==> src/core/prs_pkg.sv <==
`default_nettype none
package prs_pkg;

  // ***************************************
  // clock and timing
  // ***************************************
  localparam int CLK_PERIOD_NS = 20;
  localparam int FILT_MIN_NS = 475;
  localparam int FILT_MAX_NS = 2000;
  // least time, rounded up to whole cycles
  localparam logic [7:0] FILT_CYC =
    8'((FILT_MIN_NS + CLK_PERIOD_NS - 1) / CLK_PERIOD_NS);

  // ***************************************
  // power-up phases, oscillator cycles
  // ***************************************
  localparam logic [11:0] OSC_CHECK_CYC = 12'h408; // 1032 cycles
  localparam logic [11:0] FUSE_LOAD_CYC = 12'h488; // 1160 cycles
  localparam logic [11:0] PUMP_UP_CYC = 12'h2B0; // 688 cycles
  localparam logic [11:0] BANK_UP_CYC = 12'h269; // 617 cycles
  localparam logic [31:0] BOOT_ADDR = 32'h0000_0000;

  // ***************************************
  // warm reset pin hold times
  // ***************************************
  localparam logic [11:0] POR_HOLD_CYC = 12'h8D0; // 2256 cycles
  localparam logic [5:0] WARM_HOLD_PCLK = 6'h20; // 32 enables

  // ***************************************
  // status flag positions
  // ***************************************
  localparam int EXC_POR_BIT = 15;
  localparam int EXC_WDOG_BIT = 13;
  localparam int EXC_STC_BIT = 5;
  localparam int EXC_SW_BIT = 4;
  localparam int EXC_EXT_BIT = 3;
  localparam int GLB_OSC_BIT = 0;
  localparam int GLB_SLIP_LO_BIT = 8;
  localparam int GLB_SLIP_HI_BIT = 9;
  localparam logic [15:0] STATUS_RST = 16'h0000;

  // ***************************************
  // sequencer states
  // ***************************************
  typedef enum logic [6:0] {
    st_por = 7'h01,
    st_osc = 7'h02,
    st_fuse = 7'h04,
    st_pump = 7'h08,
    st_bank = 7'h10,
    st_run = 7'h20,
    st_warm = 7'h40
  } prs_state_t;

endpackage
`default_nettype wire

==> src/core/prs_glitch_filter.sv <==
`timescale 1ns/1ps
`default_nettype none
module prs_glitch_filter #(
  parameter logic [7:0] THRESH = prs_pkg::FILT_CYC
) (
  // clock and reset
  input wire logic ref_clk,
  input wire logic sys_rst,
  // pin and filtered level
  input wire logic pin_n,
  output logic filt_low
);

  logic [7:0] low_cnt;
  logic [7:0] next_low_cnt;
  logic next_filt_low;

  // count consecutive low samples, a high sample clears at once
  always_comb begin
    next_low_cnt = low_cnt;
    if (pin_n) begin
      next_low_cnt = 8'h00;
    end else if (low_cnt < THRESH) begin
      next_low_cnt = low_cnt + 8'h01;
    end
    next_filt_low = (next_low_cnt >= THRESH);
  end

  // a low shorter than the threshold never reaches the output
  always_ff @(posedge ref_clk) begin
    if (sys_rst) begin
      // reset reads as a long low, so no false release follows it
      low_cnt <= THRESH;
      filt_low <= 1'b1;
    end else begin
      low_cnt <= next_low_cnt;
      filt_low <= next_filt_low;
    end
  end
endmodule
`default_nettype wire

==> src/core/prs_sequencer.sv <==
`timescale 1ns/1ps
`default_nettype none
module prs_sequencer #(
  parameter int LS_W = 32,
  parameter int PCLK_DIV = 2
) (
  // clock and reset
  input wire logic ref_clk,
  input wire logic sys_rst,
  // supply monitor
  input wire logic supply_io_good,
  input wire logic supply_core_good,
  // reset pins
  input wire logic power_on_reset_in_n,
  input wire logic warm_reset_pin_n_in,
  output logic warm_reset_pin_n_out,
  output logic warm_reset_pin_n_oe,
  // reset causes
  input wire logic osc_fail,
  input wire logic [1:0] pll_slip,
  input wire logic wdog_or_debug_req,
  input wire logic stc_cpu_reset_req,
  input wire logic sw_reset_req,
  // status flags, write one to clear
  input wire logic [15:0] exc_clear,
  input wire logic [15:0] glb_clear,
  output logic [15:0] exc_status,
  output logic [15:0] glb_status,
  // cpu control
  output logic cpu_rst_n,
  output logic [31:0] cpu_boot_addr,
  output logic outputs_hiz,
  input wire logic feat_wr,
  input wire logic [2:0] feat_data,
  output logic cpu_tcm_ecc_en,
  output logic cpu_vec_irq_en,
  output logic cpu_mpu_en,
  // lockstep compare
  input wire logic [LS_W-1:0] cpu1_out,
  input wire logic [LS_W-1:0] cpu2_out,
  output logic compare_error
);

  // ***************************************
  // pin filters and power-on condition
  // ***************************************
  logic por_filt_low;
  logic pin_filt_low;
  logic por_active;
  logic drive_d1;
  logic ext_req;
  logic warm_evt;

  prs_glitch_filter u_por_filt (
    .ref_clk(ref_clk),
    .sys_rst(sys_rst),
    .pin_n(power_on_reset_in_n),
    .filt_low(por_filt_low)
  );

  prs_glitch_filter u_pin_filt (
    .ref_clk(ref_clk),
    .sys_rst(sys_rst),
    .pin_n(warm_reset_pin_n_in),
    .filt_low(pin_filt_low)
  );

  // supply loss acts as power-on reset; the pin relies on the supervisor
  assign por_active = por_filt_low | ~supply_io_good | ~supply_core_good;
  // our own drive pulls the pin low, so mask it and one cycle of release
  assign ext_req = pin_filt_low & ~warm_reset_pin_n_oe & ~drive_d1;
  assign warm_evt = wdog_or_debug_req | stc_cpu_reset_req | sw_reset_req |
                    ext_req | osc_fail | (|pll_slip);

  // ***************************************
  // peripheral clock enable
  // ***************************************
  logic [7:0] pdiv_cnt;
  logic [7:0] next_pdiv_cnt;
  logic pclk_en;
  logic next_pclk_en;

  // divider stands in for the peripheral clock
  always_comb begin
    next_pclk_en = (pdiv_cnt == 8'(PCLK_DIV - 1));
    next_pdiv_cnt = next_pclk_en ? 8'h00 : pdiv_cnt + 8'h01;
  end

  always_ff @(posedge ref_clk) begin
    if (sys_rst) begin
      pdiv_cnt <= 8'h00;
      pclk_en <= 1'b0;
    end else begin
      pdiv_cnt <= next_pdiv_cnt;
      pclk_en <= next_pclk_en;
    end
  end

  // ***************************************
  // power-up sequencer
  // ***************************************
  prs_pkg::prs_state_t state;
  prs_pkg::prs_state_t next_state;
  logic [11:0] phase_cnt;
  logic [11:0] next_phase_cnt;

  // each phase counts down from its length minus one
  always_comb begin
    next_state = state;
    next_phase_cnt = (phase_cnt != 12'h000) ? phase_cnt - 12'h001 : 12'h000;
    case (state)
      prs_pkg::st_por: begin
        if (!por_active) begin
          next_state = prs_pkg::st_osc;
          next_phase_cnt = prs_pkg::OSC_CHECK_CYC - 12'h001;
        end
      end
      prs_pkg::st_osc: begin
        if (phase_cnt == 12'h000) begin
          next_state = prs_pkg::st_fuse;
          next_phase_cnt = prs_pkg::FUSE_LOAD_CYC - 12'h001;
        end
      end
      prs_pkg::st_fuse: begin
        if (phase_cnt == 12'h000) begin
          next_state = prs_pkg::st_pump;
          next_phase_cnt = prs_pkg::PUMP_UP_CYC - 12'h001;
        end
      end
      prs_pkg::st_pump: begin
        if (phase_cnt == 12'h000) begin
          next_state = prs_pkg::st_bank;
          next_phase_cnt = prs_pkg::BANK_UP_CYC - 12'h001;
        end
      end
      prs_pkg::st_bank: begin
        if (phase_cnt == 12'h000) begin
          next_state = prs_pkg::st_run;
        end
      end
      prs_pkg::st_run: begin
        if (warm_evt) begin
          next_state = prs_pkg::st_warm;
        end
      end
      prs_pkg::st_warm: begin
        // leave only once the pin is free and nothing asks again
        if (!warm_reset_pin_n_oe && !drive_d1 && !pin_filt_low && !warm_evt) begin
          next_state = prs_pkg::st_run;
        end
      end
      default: begin
        next_state = prs_pkg::st_por;
      end
    endcase
    if (por_active) begin
      next_state = prs_pkg::st_por;
    end
  end

  always_ff @(posedge ref_clk) begin
    if (sys_rst) begin
      state <= prs_pkg::st_por;
      phase_cnt <= 12'h000;
    end else begin
      state <= next_state;
      phase_cnt <= next_phase_cnt;
    end
  end

  // ***************************************
  // warm reset pin drive
  // ***************************************
  logic [11:0] por_hold;
  logic [11:0] next_por_hold;
  logic [5:0] warm_hold;
  logic [5:0] next_warm_hold;
  logic next_drive;

  // two counters, so a short warm hold never cuts the power-on hold
  always_comb begin
    next_por_hold = por_hold;
    next_warm_hold = warm_hold;
    if (por_active) begin
      next_por_hold = prs_pkg::POR_HOLD_CYC;
    end else if (por_hold != 12'h000) begin
      next_por_hold = por_hold - 12'h001;
    end
    if (warm_evt && !por_active) begin
      next_warm_hold = prs_pkg::WARM_HOLD_PCLK;
    end else if (pclk_en && warm_hold != 6'h00) begin
      next_warm_hold = warm_hold - 6'h01;
    end
    next_drive = por_active | (next_por_hold != 12'h000) |
                 (next_warm_hold != 6'h00);
  end

  // open drain: the data bit is always low, only the enable moves
  always_ff @(posedge ref_clk) begin
    if (sys_rst) begin
      por_hold <= 12'h000;
      warm_hold <= 6'h00;
      warm_reset_pin_n_oe <= 1'b1;
      warm_reset_pin_n_out <= 1'b0;
      drive_d1 <= 1'b1;
    end else begin
      por_hold <= next_por_hold;
      warm_hold <= next_warm_hold;
      warm_reset_pin_n_oe <= next_drive;
      warm_reset_pin_n_out <= 1'b0;
      drive_d1 <= warm_reset_pin_n_oe;
    end
  end

  // ***************************************
  // cause flags, cpu control, compare
  // ***************************************
  logic [15:0] exc_set;
  logic [15:0] glb_set;
  logic [15:0] next_exc;
  logic [15:0] next_glb;
  logic [2:0] next_feat;
  logic [LS_W-1:0] cpu1_d1;
  logic [LS_W-1:0] cpu1_d2;

  // set wins over clear; only sys_rst wipes, so causes outlive warm reset
  always_comb begin
    exc_set = 16'h0000;
    glb_set = 16'h0000;
    exc_set[prs_pkg::EXC_POR_BIT] = por_active;
    exc_set[prs_pkg::EXC_WDOG_BIT] = wdog_or_debug_req;
    exc_set[prs_pkg::EXC_STC_BIT] = stc_cpu_reset_req;
    exc_set[prs_pkg::EXC_SW_BIT] = sw_reset_req;
    exc_set[prs_pkg::EXC_EXT_BIT] = ext_req;
    glb_set[prs_pkg::GLB_OSC_BIT] = osc_fail;
    glb_set[prs_pkg::GLB_SLIP_LO_BIT] = pll_slip[0];
    glb_set[prs_pkg::GLB_SLIP_HI_BIT] = pll_slip[1];
    next_exc = (exc_status & ~exc_clear) | exc_set;
    next_glb = (glb_status & ~glb_clear) | glb_set;
    next_feat = {cpu_mpu_en, cpu_vec_irq_en, cpu_tcm_ecc_en};
    if (next_state != prs_pkg::st_run) begin
      next_feat = 3'h0;
    end else if (feat_wr) begin
      next_feat = feat_data;
    end
  end

  always_ff @(posedge ref_clk) begin
    if (sys_rst) begin
      exc_status <= prs_pkg::STATUS_RST;
      glb_status <= prs_pkg::STATUS_RST;
      cpu_rst_n <= 1'b0;
      cpu_boot_addr <= prs_pkg::BOOT_ADDR;
      outputs_hiz <= 1'b1;
      {cpu_mpu_en, cpu_vec_irq_en, cpu_tcm_ecc_en} <= 3'h0;
      cpu1_d1 <= '0;
      cpu1_d2 <= '0;
      compare_error <= 1'b0;
    end else begin
      exc_status <= next_exc;
      glb_status <= next_glb;
      cpu_rst_n <= (next_state == prs_pkg::st_run);
      cpu_boot_addr <= prs_pkg::BOOT_ADDR;
      outputs_hiz <= ~supply_core_good;
      {cpu_mpu_en, cpu_vec_irq_en, cpu_tcm_ecc_en} <= next_feat;
      // skew breaks common-mode faults between the two cores
      cpu1_d1 <= cpu1_out;
      cpu1_d2 <= cpu1_d1;
      compare_error <= (cpu1_d2 != cpu2_out);
    end
  end

  // ***************************************
  // checks
  // ***************************************
  logic [11:0] age;
  logic [11:0] age_por;
  logic [5:0] evt_pcnt;

  // helpers: time in state, since power-on release, since a warm event
  always_ff @(posedge ref_clk) begin
    if (sys_rst) begin
      age <= 12'h000;
      age_por <= 12'h000;
      evt_pcnt <= 6'h3F;
    end else begin
      age <= (next_state != state) ? 12'h000 :
             (age == 12'hFFF) ? age : age + 12'h001;
      age_por <= por_active ? 12'h000 :
                 (age_por == 12'hFFF) ? age_por : age_por + 12'h001;
      evt_pcnt <= (warm_evt && !por_active) ? 6'h00 :
                  (pclk_en && evt_pcnt != 6'h3F) ? evt_pcnt + 6'h01 : evt_pcnt;
    end
  end
endmodule
`default_nettype wire

==> config.mk <==
export PLATFORM = sky130hd
export DESIGN_NAME = prs_sequencer
export DESIGN_NICKNAME = d
export VERILOG_FILES = /design/src/core/prs_pkg.sv /design/src/core/prs_glitch_filter.sv /design/src/core/prs_sequencer.sv
export SDC_FILE = /design/constraint.sdc
export NUM_CORES = 1
export LEC_CHECK = 0
export BUFFER_PORTS_ARGS = -buffer_cell sky130_fd_sc_hd__buf_2
export CAP_MARGIN = 40
export CORE_UTILIZATION = 45
export CTS_CLUSTER_SIZE = 30
export DETAILED_ROUTE_END_ITERATION = 10
export GPL_ROUTABILITY_DRIVEN = 0
export HOLD_SLACK_MARGIN = 0.03
export PLACE_DENSITY = 0.7
export SYNTH_ARGS = -nofsm -noshare
export SYNTH_HDL_FRONTEND = slang
export SYNTH_SLANG_ARGS = --single-unit
==> constraint.sdc <==
create_clock -name ref_clk -period 3.3 [get_ports ref_clk]
set_input_delay 0.33 -clock ref_clk [delete_from_list [all_inputs] [get_ports ref_clk]]
set_output_delay 0.33 -clock ref_clk [all_outputs]
set_load 0.005 [all_outputs]
Word-level counts from Yosys, hierarchy flattened
Index checks and enable logic that the tools add are counted.
Storage, ports and cells
  register bits: 168
  output and inout port bits: 72
  word-level logic and storage cells: 105
Cells by class
  add/sub/neg operators: 6
  $lt $le $gt $ge: 4
  equality and inequality tests: 11
  multiplexer cells: 22
  bitwise logic cells: 21
  reduce and logical (&&, ||, !) cells: 19
Operators with widths (number)
  $mux 12: 7
  $mux 7: 7
  $pmux 7 s7: 1
  $pmux 12 s4: 1
  $reduce_bool 12->1: 3
  $and 16x16->16: 2
  $mux 8: 4
  $ne 32x32->1: 1
  $not 16->16: 2
  $add 8x1->8 const B: 3
  $sub 12x1->12 const B: 2
  $ge 8x5->1 const B: 2
  $lt 8x5->1 const B: 2
  $or 16x10->16: 1
  $or 16x16->16: 1
  $eq 7x6->1 const B: 2
  $logic_not 12->1: 1
  $mux 6: 2
  $reduce_bool 6->1: 2
  $or 1x1->1: 9
  $eq 8x1->1 const B: 1
  $eq 7x1->1 const B: 1
  $eq 7x2->1 const B: 1
  $eq 7x3->1 const B: 1
  other kinds (10): 24

Logic depth before layout (Yosys ltp)
Gate-level depths: netlist of the first run.
  depth in word-level cells: 13
  depth in mapped cells: 9

Modules after synthesis
Synthesis of the first run repeated with hierarchy kept, for this count alone.
Unflattened totals
  cell total of the unflattened synthesis: 730
  area total of the unflattened synthesis: 6976.7 um^2
Modules (own cells, without submodules)
  prs_sequencer: instances 1, cells each 650, area each 6175.9 um^2
  prs_glitch_filter: instances 2, cells each 40, area each 400.4 um^2

Worst setup path before layout of the first run
No wires, ideal clock.
  kind: reg2reg
  from: register por_hold[0]
  to: register warm_reset_pin_n_oe
  setup time: 139 ps
  arrival: 2004 ps
  data required time: 3161 ps
  path slack: 1157 ps
  stages on the path, launching flop included: 10
  clock period less this slack: 2143 ps
  cells stage by stage: dfxtp_1 > inv_1 > ha_1 > buf_2 > or4b_1 > or2_1 > o21ai_0 > a31oi_1 > nor4_1 > o2111ai_1
On the way
  cells in the longest elaborated chain, start to end: 6
RTL lines
  start: declaration: RTL line prs_sequencer.sv:174  | logic [11:0] por_hold;
  start signal: assignment: RTL line prs_sequencer.sv:207  | por_hold <= next_por_hold;
  $sub 12x1->12 or $reduce_bool 12->1 (tied branches): RTL line prs_sequencer.sv:187, prs_sequencer.sv:186
  $mux 12 *: RTL line prs_sequencer.sv:186  | end else if (por_hold != 12'h000) begin
  $mux 12 *: RTL line prs_sequencer.sv:184  | if (por_active) begin
  $reduce_bool 12->1 *: RTL line prs_sequencer.sv:194  | next_drive = por_active | (next_por_hold != 12'h000) |
  $or 1x1->1 * (2 in series): RTL line prs_sequencer.sv:194
  end signal: assignment: RTL line prs_sequencer.sv:209  | warm_reset_pin_n_oe <= next_drive;
  end: declaration: RTL line prs_sequencer.sv:17  | output logic warm_reset_pin_n_oe,
Every way passes the cells marked *; elsewhere a longest branch is shown, timed or not.
A chain may end at the register's enable or synchronous reset.

Final worst setup path of the first run
Ends and elaborated chain as after synthesis.

==> impl_metrics.csv, run 1 <==
group,metric,value,unit
status,run_status,"finished clean",
timing,fmax,431,MHz
critical_path,path_class,"reg -> reg",
power_and_ir_drop,p_per_area,596,nW/um2
routing,dr.pass1.iters,5,
layout,nFillCells,1360,
timing,fin_crit,2.32,ns
layout,final_cell_area,8040,um2
timing,period_share,70.4,%
yosys,ys_ff_latch,168,
clock_tree,clock-sinks,168,
clock_tree,post-cts-setup-buffer-count,0,
power_and_ir_drop,power_leakage,3.38,nW
clock_tree,cts_tree,"yes",
timing,finalHoldViolCount,0,
power_and_ir_drop,vdd_drop_max,0.000496,V
global_routing,antenna_found_initial,0,
yosys,synth_area_leaders,"dfxtp_1 50%, nor2b_1 6.9%, xnor2_1 6.2%, buf_4 3.7%, nor2_1 3.3%",
timing,finalSetupTns,0,ns
routing,drc,0,
timing,fin_worst_skew,0.00647,ns
floorplanning,fp.dieW,124,um
timing,slew_headroom,56.9,%
power_and_ir_drop,finalPower,0.00479,W
clock_tree,cts-root-buf,"clkbuf_16",
global_routing,grt.overflow.total,0,
critical_path,worst_setup_path_start_kind,"register",
yosys,ys_seq_area_share,50.3,%
routing,via_per_inst,4.69,
routing,wl_per_cell,11.9,um
floorplanning,die-area,15300,um2
critical_path,crit_fanout,9,
routing,vias,4905,
floorplanning,io_pins,184,
yosys,synth_ff_type,"dfxtp_1",
layout,antenna_cells,0,
yosys,ys_warn_count,0,
critical_path,endpoint_kind,"register",
clock_tree,htreeDepth,4,
global_routing,grt_first_pass_wirelength,20600,um
floorplanning,die_y,124,um
run,maxCapViolCount,0,
yosys,syn_area,6680,um2
worst_hold_path,hp-class,"in -> reg",
clock_tree,insertion_delay,0.42,ns
yosys,ys_types,55,
critical_path,required,3.59,ns
floorplanning,num_rows,44,
global_routing,grt_max_degree,44,
yosys,synthArstFlopShare,0,%
layout,layout.nets,973,
yosys,syn-mean-instance-area,9.54,um2
floorplanning,core,14500,um2
timing,tightest_slew,0.640,ns
yosys,synthCells,700,
placement,dp_hpwl,9050,um
timing,post-route-worst-setup-slack,0.977,ns
clock_tree,cts_made_buffers,17,
placement,pre_cts_ws,0.976,ns
routing,drt_iter0_markers,222,
clock_tree,cts_hold_buf,0,
yosys,yosysTopAreaCell,"dfxtp_1",
timing,slew_viol_final,0,
placement,portBuffers,150,
timing,final-setup-viol-count,0,
clock_tree,clk_pin_slew,0.06,ns
critical_path,arrival,2.61,ns
global_routing,grt_usage,17.2,%
clock_tree,clockBufferDepth,2,
placement,placed_cell_area,7480,um2
global_routing,grt_pass1_vias,4704,
yosys,synth_edf_count,0,
clock_tree,post_cts_resized,0,
timing,rsz0062_at_grt,"false",
layout,drive_gt1_share,22.4,%
routing,antenna_left,0,
floorplanning,initial_core_util,46.0,%
timing,holdWs,0.0618,ns
yosys,yosysTopAreaCellShare,50.3,%
layout,syn_to_final_growth,20.3,%
routing,finalWirelength,12400,um
-- report_power, final --
group	total [W]	switching (W)	leakage [nW]	internal [W]
Sequential	0.00224	0.0000910	1.38	0.00215
Clock	0.00186	0.000798	0.263	0.00106
Combinational	0.000689	0.000361	1.74	0.000328
Total	0.00479	0.00125	3.38	0.00354
-- registers in the layout, indices dropped and copies added (netlist names), 6 cells and up --
name and flops:
cpu1_d1 32, cpu1_d2 32, exc_status 16, glb_status 16, phase_cnt 12, por_hold 12
pdiv_cnt 8, u_pin_filt.low_cnt 8, u_por_filt.low_cnt 8, state 7, warm_hold 6
-- synthesized netlist by cell type (2+ instances only) --
master	number
dfxtp_1	168
o21ai_1	4
buf_2	4
o211ai_1	3
nor2b_1	74
nor3_1	29
clkbuf_1	14
nor4b_1	3
nand2_1	30
or3_4	2
buf_4	33
or2_2	2
inv_1	20
o21ai_0	5
a2bb2o_1	2
and3_1	4
a31oi_1	5
nand4_1	14
nor3b_1	25
a21boi_1	3
o21bai_1	4
ha_1	10
mux2i_1	8
or4_1	2
inv_2	2
nor2_1	58
or3b_1	2
xnor2_1	47
or2_1	2
a41oi_1	2
xor2_1	15
buf_1	3
nand3b_1	3
and2_1	7
nor4_1	10
or3_1	6
nand3_1	13
a21oi_1	33
a211oi_1	3
nand2b_1	11
-- layer usage --
layer / vias up / wire [um] / track usage (%)
li1: 2587 / - / -
met1: 2170 / 5540 / 20.4
met2: 132 / 5980 / 28.9
met3: 16 / 728 / 5.77
met4: 0 / 192 / 6.10
met5: - / 0 / 0
-- final timing paths --
check | from | end | slack (ns) | depth (start not counted)
worst max-delay path | por_hold[0]$_SDFF_PP0_ | warm_reset_pin_n_oe$_SDFF_PP1_ | 0.98 | 8
worst min-delay path | glb_clear[2] | glb_status[2]$_SDFF_PP0_ | 0.06 | 2
worst max register to register | por_hold[0]$_SDFF_PP0_ | warm_reset_pin_n_oe$_SDFF_PP1_ | 0.98 | 8
worst min register to register | cpu1_d1[25]$_SDFF_PP0_ | cpu1_d2[25]$_SDFF_PP0_ | 0.43 | 1
-- cell type report --
cell class	count	area (um2)	share of cell area, %
clock buffers	18	439	5.46
clock inverters	12	116	1.45
multi-input cells	488	3020	37.6
well taps	184	230	2.86
flip-flops and latches	168	3360	41.8
inverters	22	82.6	1.03
repair buffers	154	783	9.74
-- worst max-delay path, cell delays in order (launching register included) --
cell and delay [ns]:
dfxtp_1 0.33, inv_1 0.12, ha_1 0.32, or4b_1 0.53, or2_1 0.28, o21ai_0 0.16
a31oi_1 0.10, nor4_1 0.23, o2111ai_1 0.13
-- through the flow --
step                util (%)  cells
finish                  55.3   1046
global route            55.3   1046
CTS                     55.3   1046
detailed placement      51.5   1016
global placement        51.5   1016
floorplan                  -    732
-- logic make-up (layout without fill, tap and decap cells) --
group           after synthesis  count (layout)  synth area share, %
buf+inv                      76             206                 6.20
xor+xnor                     62              62                 8.13
simple gates                299             299                 24.9
flops                       168             168                 50.3
mux                           8               8                 1.20
other cells                   1              33               0.0561
compound gates               76              76                 7.28
fa+ha+maj                    10              10                 1.87
-- layout by cell type, fill, tap and decap left out, drive strengths merged, types with 2 or more instances in the layout --
cell type  count
a211oi         3
a21boi         4
a21oi         33
a2bb2o         2
a31oi          5
a41oi          2
and2           7
and3           4
buf          154
clkbuf        18
clkinv         2
clkinvlp       4
conb          33
dfxtp        168
ha            10
inv           27
mux2i          8
nand2         30
nand2b        11
nand3         13
nand3b         3
nand4         14
nor2          58
nor2b         74
nor3          30
nor3b         25
nor4          10
nor4b          3
o211ai         3
o21ai          9
o21bai         5
or2            4
or3            8
or3b           2
or4            2
xnor2         47
xor2          15
(Power assumes the default switching activity.)
==> run 2: changes to the inputs <==
- clock period: 3.3 -> 2.2 ns (I/O delays scaled with it)
==> impl_metrics.csv, run 2 (same netlist as run 1, synthesis figures left out) <==
group,metric,value,unit
status,run_status,"finished clean",
floorplanning,core,14500,um2
floorplanning,die_y,124,um
timing,fmax,479,MHz
floorplanning,fp.dieW,124,um
timing,tightest_slew,0.544,ns
layout,top_regs,"cpu1_d1 x32, cpu1_d2 x32",
routing,drc,0,
run,maxCapViolCount,0,
floorplanning,initial_core_util,46.0,%
critical_path,r2r_cells,8,
critical_path,timing.rr.end,"warm_reset_pin_n_oe$_SDFF_PP1_",
global_routing,grt_first_pass_wirelength,22400,um
critical_path,endpoint_kind,"register",
clock_tree,cts-root-buf,"clkbuf_16",
power_and_ir_drop,vdd_drop_max,0.000615,V
power_and_ir_drop,power_leakage,3.75,nW
clock_tree,clockBufferDepth,2,
layout,seqCellArea,3360,um2
routing,wl_per_cell,12.5,um
power_and_ir_drop,sw_frac_of_total,26.0,%
global_routing,grt_pass1_vias,5010,
placement,pre_cts_ws,0.109,ns
layout,final_common_cell,"dfxtp_1",
layout,nFillCells,1195,
timing,slew_headroom,63.6,%
power_and_ir_drop,power_frac_clock,40.5,%
critical_path,worst_setup_path_start_kind,"register",
clock_tree,clock-sinks,168,
layout,final_cell_mix,"168 x dfxtp_1, 149 x buf_2, 74 x nor2b_1",
global_routing,grt_usage,18.8,%
critical_path,r2r_slack,0.11,ns
power_and_ir_drop,p_per_area,856,nW/um2
global_routing,grt_max_degree,126,
clock_tree,insertion_delay,0.42,ns
clock_tree,htreeDepth,4,
critical_path,arrival,2.37,ns
timing,final-setup-viol-count,0,
routing,antenna_left,0,
critical_path,slowest_delay,0.46,ns
timing,fin_worst_skew,0.00761,ns
worst_hold_path,hp-class,"in -> reg",
global_routing,antenna_found_initial,0,
power_and_ir_drop,pwr-share-seq,44.2,%
timing,post-route-worst-setup-slack,0.112,ns
routing,vias,5348,
routing,drt_iter0_markers,241,
timing,fin_crit,2.09,ns
floorplanning,die-area,15300,um2
layout,multi_input_area,3070,um2
placement,dp_hpwl,9130,um
power_and_ir_drop,finalPower,0.00760,W
critical_path,required,2.49,ns
clock_tree,cts_tree,"yes",
critical_path,cp-endpoint,"warm_reset_pin_n_oe$_SDFF_PP1_",
timing,rsz0062_at_grt,"false",
timing,slew_viol_final,0,
floorplanning,io_pins,184,
timing,finalSetupTns,0,ns
global_routing,grt.overflow.total,0,
routing,dr.pass1.iters,4,
placement,dp.cells,1030,
power_and_ir_drop,p_switching,0.00197,W
critical_path,crit_fanout,5,
routing,via_per_inst,4.75,
critical_path,path_class,"reg -> reg",
layout,instances_no_fill,1125,
timing,finalHoldViolCount,0,
routing,finalWirelength,14000,um
clock_tree,clk_pin_slew,0.06,ns
power_and_ir_drop,p_int,0.00563,W
layout,syn_to_final_growth,33.0,%
critical_path,crit_chain,"inv_2 > ha_1 > or4b_1 > or2_1 > o21ai_0 > a31oi_1 > nor4_2 > o2111ai_1",
critical_path,slowest_stage,"or4b_1",
layout,layout.nets,1050,
critical_path,regToRegStartpoint,"por_hold[0]$_SDFF_PP0_",
floorplanning,num_rows,44,
critical_path,critPathLaunch,"por_hold[0]$_SDFF_PP0_",
placement,portBuffers,150,
clock_tree,cts_made_buffers,17,
layout,drive_gt1_share,22.9,%
power_and_ir_drop,comb_power_share,15.3,%
timing,period_share,94.9,%
[run 2: changes by cell type in the layout (fill, tap and decap cells not counted), moves of 3 or more]
cell           previous run  this run
dlygate4sd3_1             0        62
buf_4                     5        19
clkinvlp_4                4         1
nor4_1                   10         7
[run 2: worst min-delay path by stage]
stage	end	start	slack, ns	cells after the start
after floorplan	outputs_hiz$_SDFF_PP1_	supply_core_good	0.29	1
after global placement	exc_status[8]$_SDFF_PP0_	exc_clear[8]	0.38	2
after detailed placement	exc_status[12]$_SDFF_PP0_	exc_clear[12]	0.38	2
after CTS	u_pin_filt.low_cnt[0]$_SDFF_PP0_	warm_reset_pin_n_in	0.04	2
after global routing	exc_status[15]$_SDFF_PP0_	exc_clear[15]	0.06	3
final	cpu1_d1[24]$_SDFF_PP0_	cpu1_out[24]	0.05	2
[run 2: routing by layer]
layer	up-vias	GRT usage, %	wire length, um
li1	2745	-	-
met1	2403	21.9	6210
met2	170	32.0	6880
met3	30	4.85	671
met4	0	8.58	272
met5	-	0	0
[run 2: area by class of cell]
class                   count  share of cell area, %
inverters                  22                  0.929
flip-flops and latches    168                   37.8
clock buffers              18                   4.83
well taps                 184                   2.59
clock inverters            13                   2.04
diodes                      1                 0.0282
repair buffers            231                   17.2
multi-input cells         488                   34.5
[run 2: worst max-delay path, delay by kind of cell, from the launching register on]
| kind | cells | cell delay [ns] |
|---|---|---|
| and+or+nand+nor | 3 | 0.96 |
| adders and majority gates | 1 | 0.16 |
| DFF | 1 | 0.34 |
| AOI/OAI and AO/OA | 3 | 0.41 |
| buffers and inverters | 1 | 0.09 |
[run 2: power groups by stage]
stage	Combinational [W]	Sequential (W)	Clock, W
final	0.00116	0.00336	0.00308
after CTS	0.00115	0.00336	0.00315
after global routing	0.00131	0.00338	0.00328
after global placement	0.00104	0.00342	0
after detailed placement	0.00106	0.00342	0
after floorplan	0.000820	0.00340	0
[run 2: metrics by stage]
stage | area [um2] | util (%) | hold slack (ns)
2_1_floorplan | 6800 | - | 0.294
3_3_place_gp | 7600 | 52.3 | 0.380
3_5_place_dp | 7600 | 52.3 | 0.384
4_1_cts | 8830 | 60.8 | 0.0416
5_1_grt | 8880 | 61.1 | 0.0581
6_report | 8890 | 61.1 | 0.0528
[run 2: timing repair]
action / 4_1_cts / 5_1_grt
setup endpoints to repair: 0 / 4
hold buffers: 62 / 0
resized for setup: 0 / 8
hold endpoints to repair: 62 / 0
buffers inserted: 0 / 1
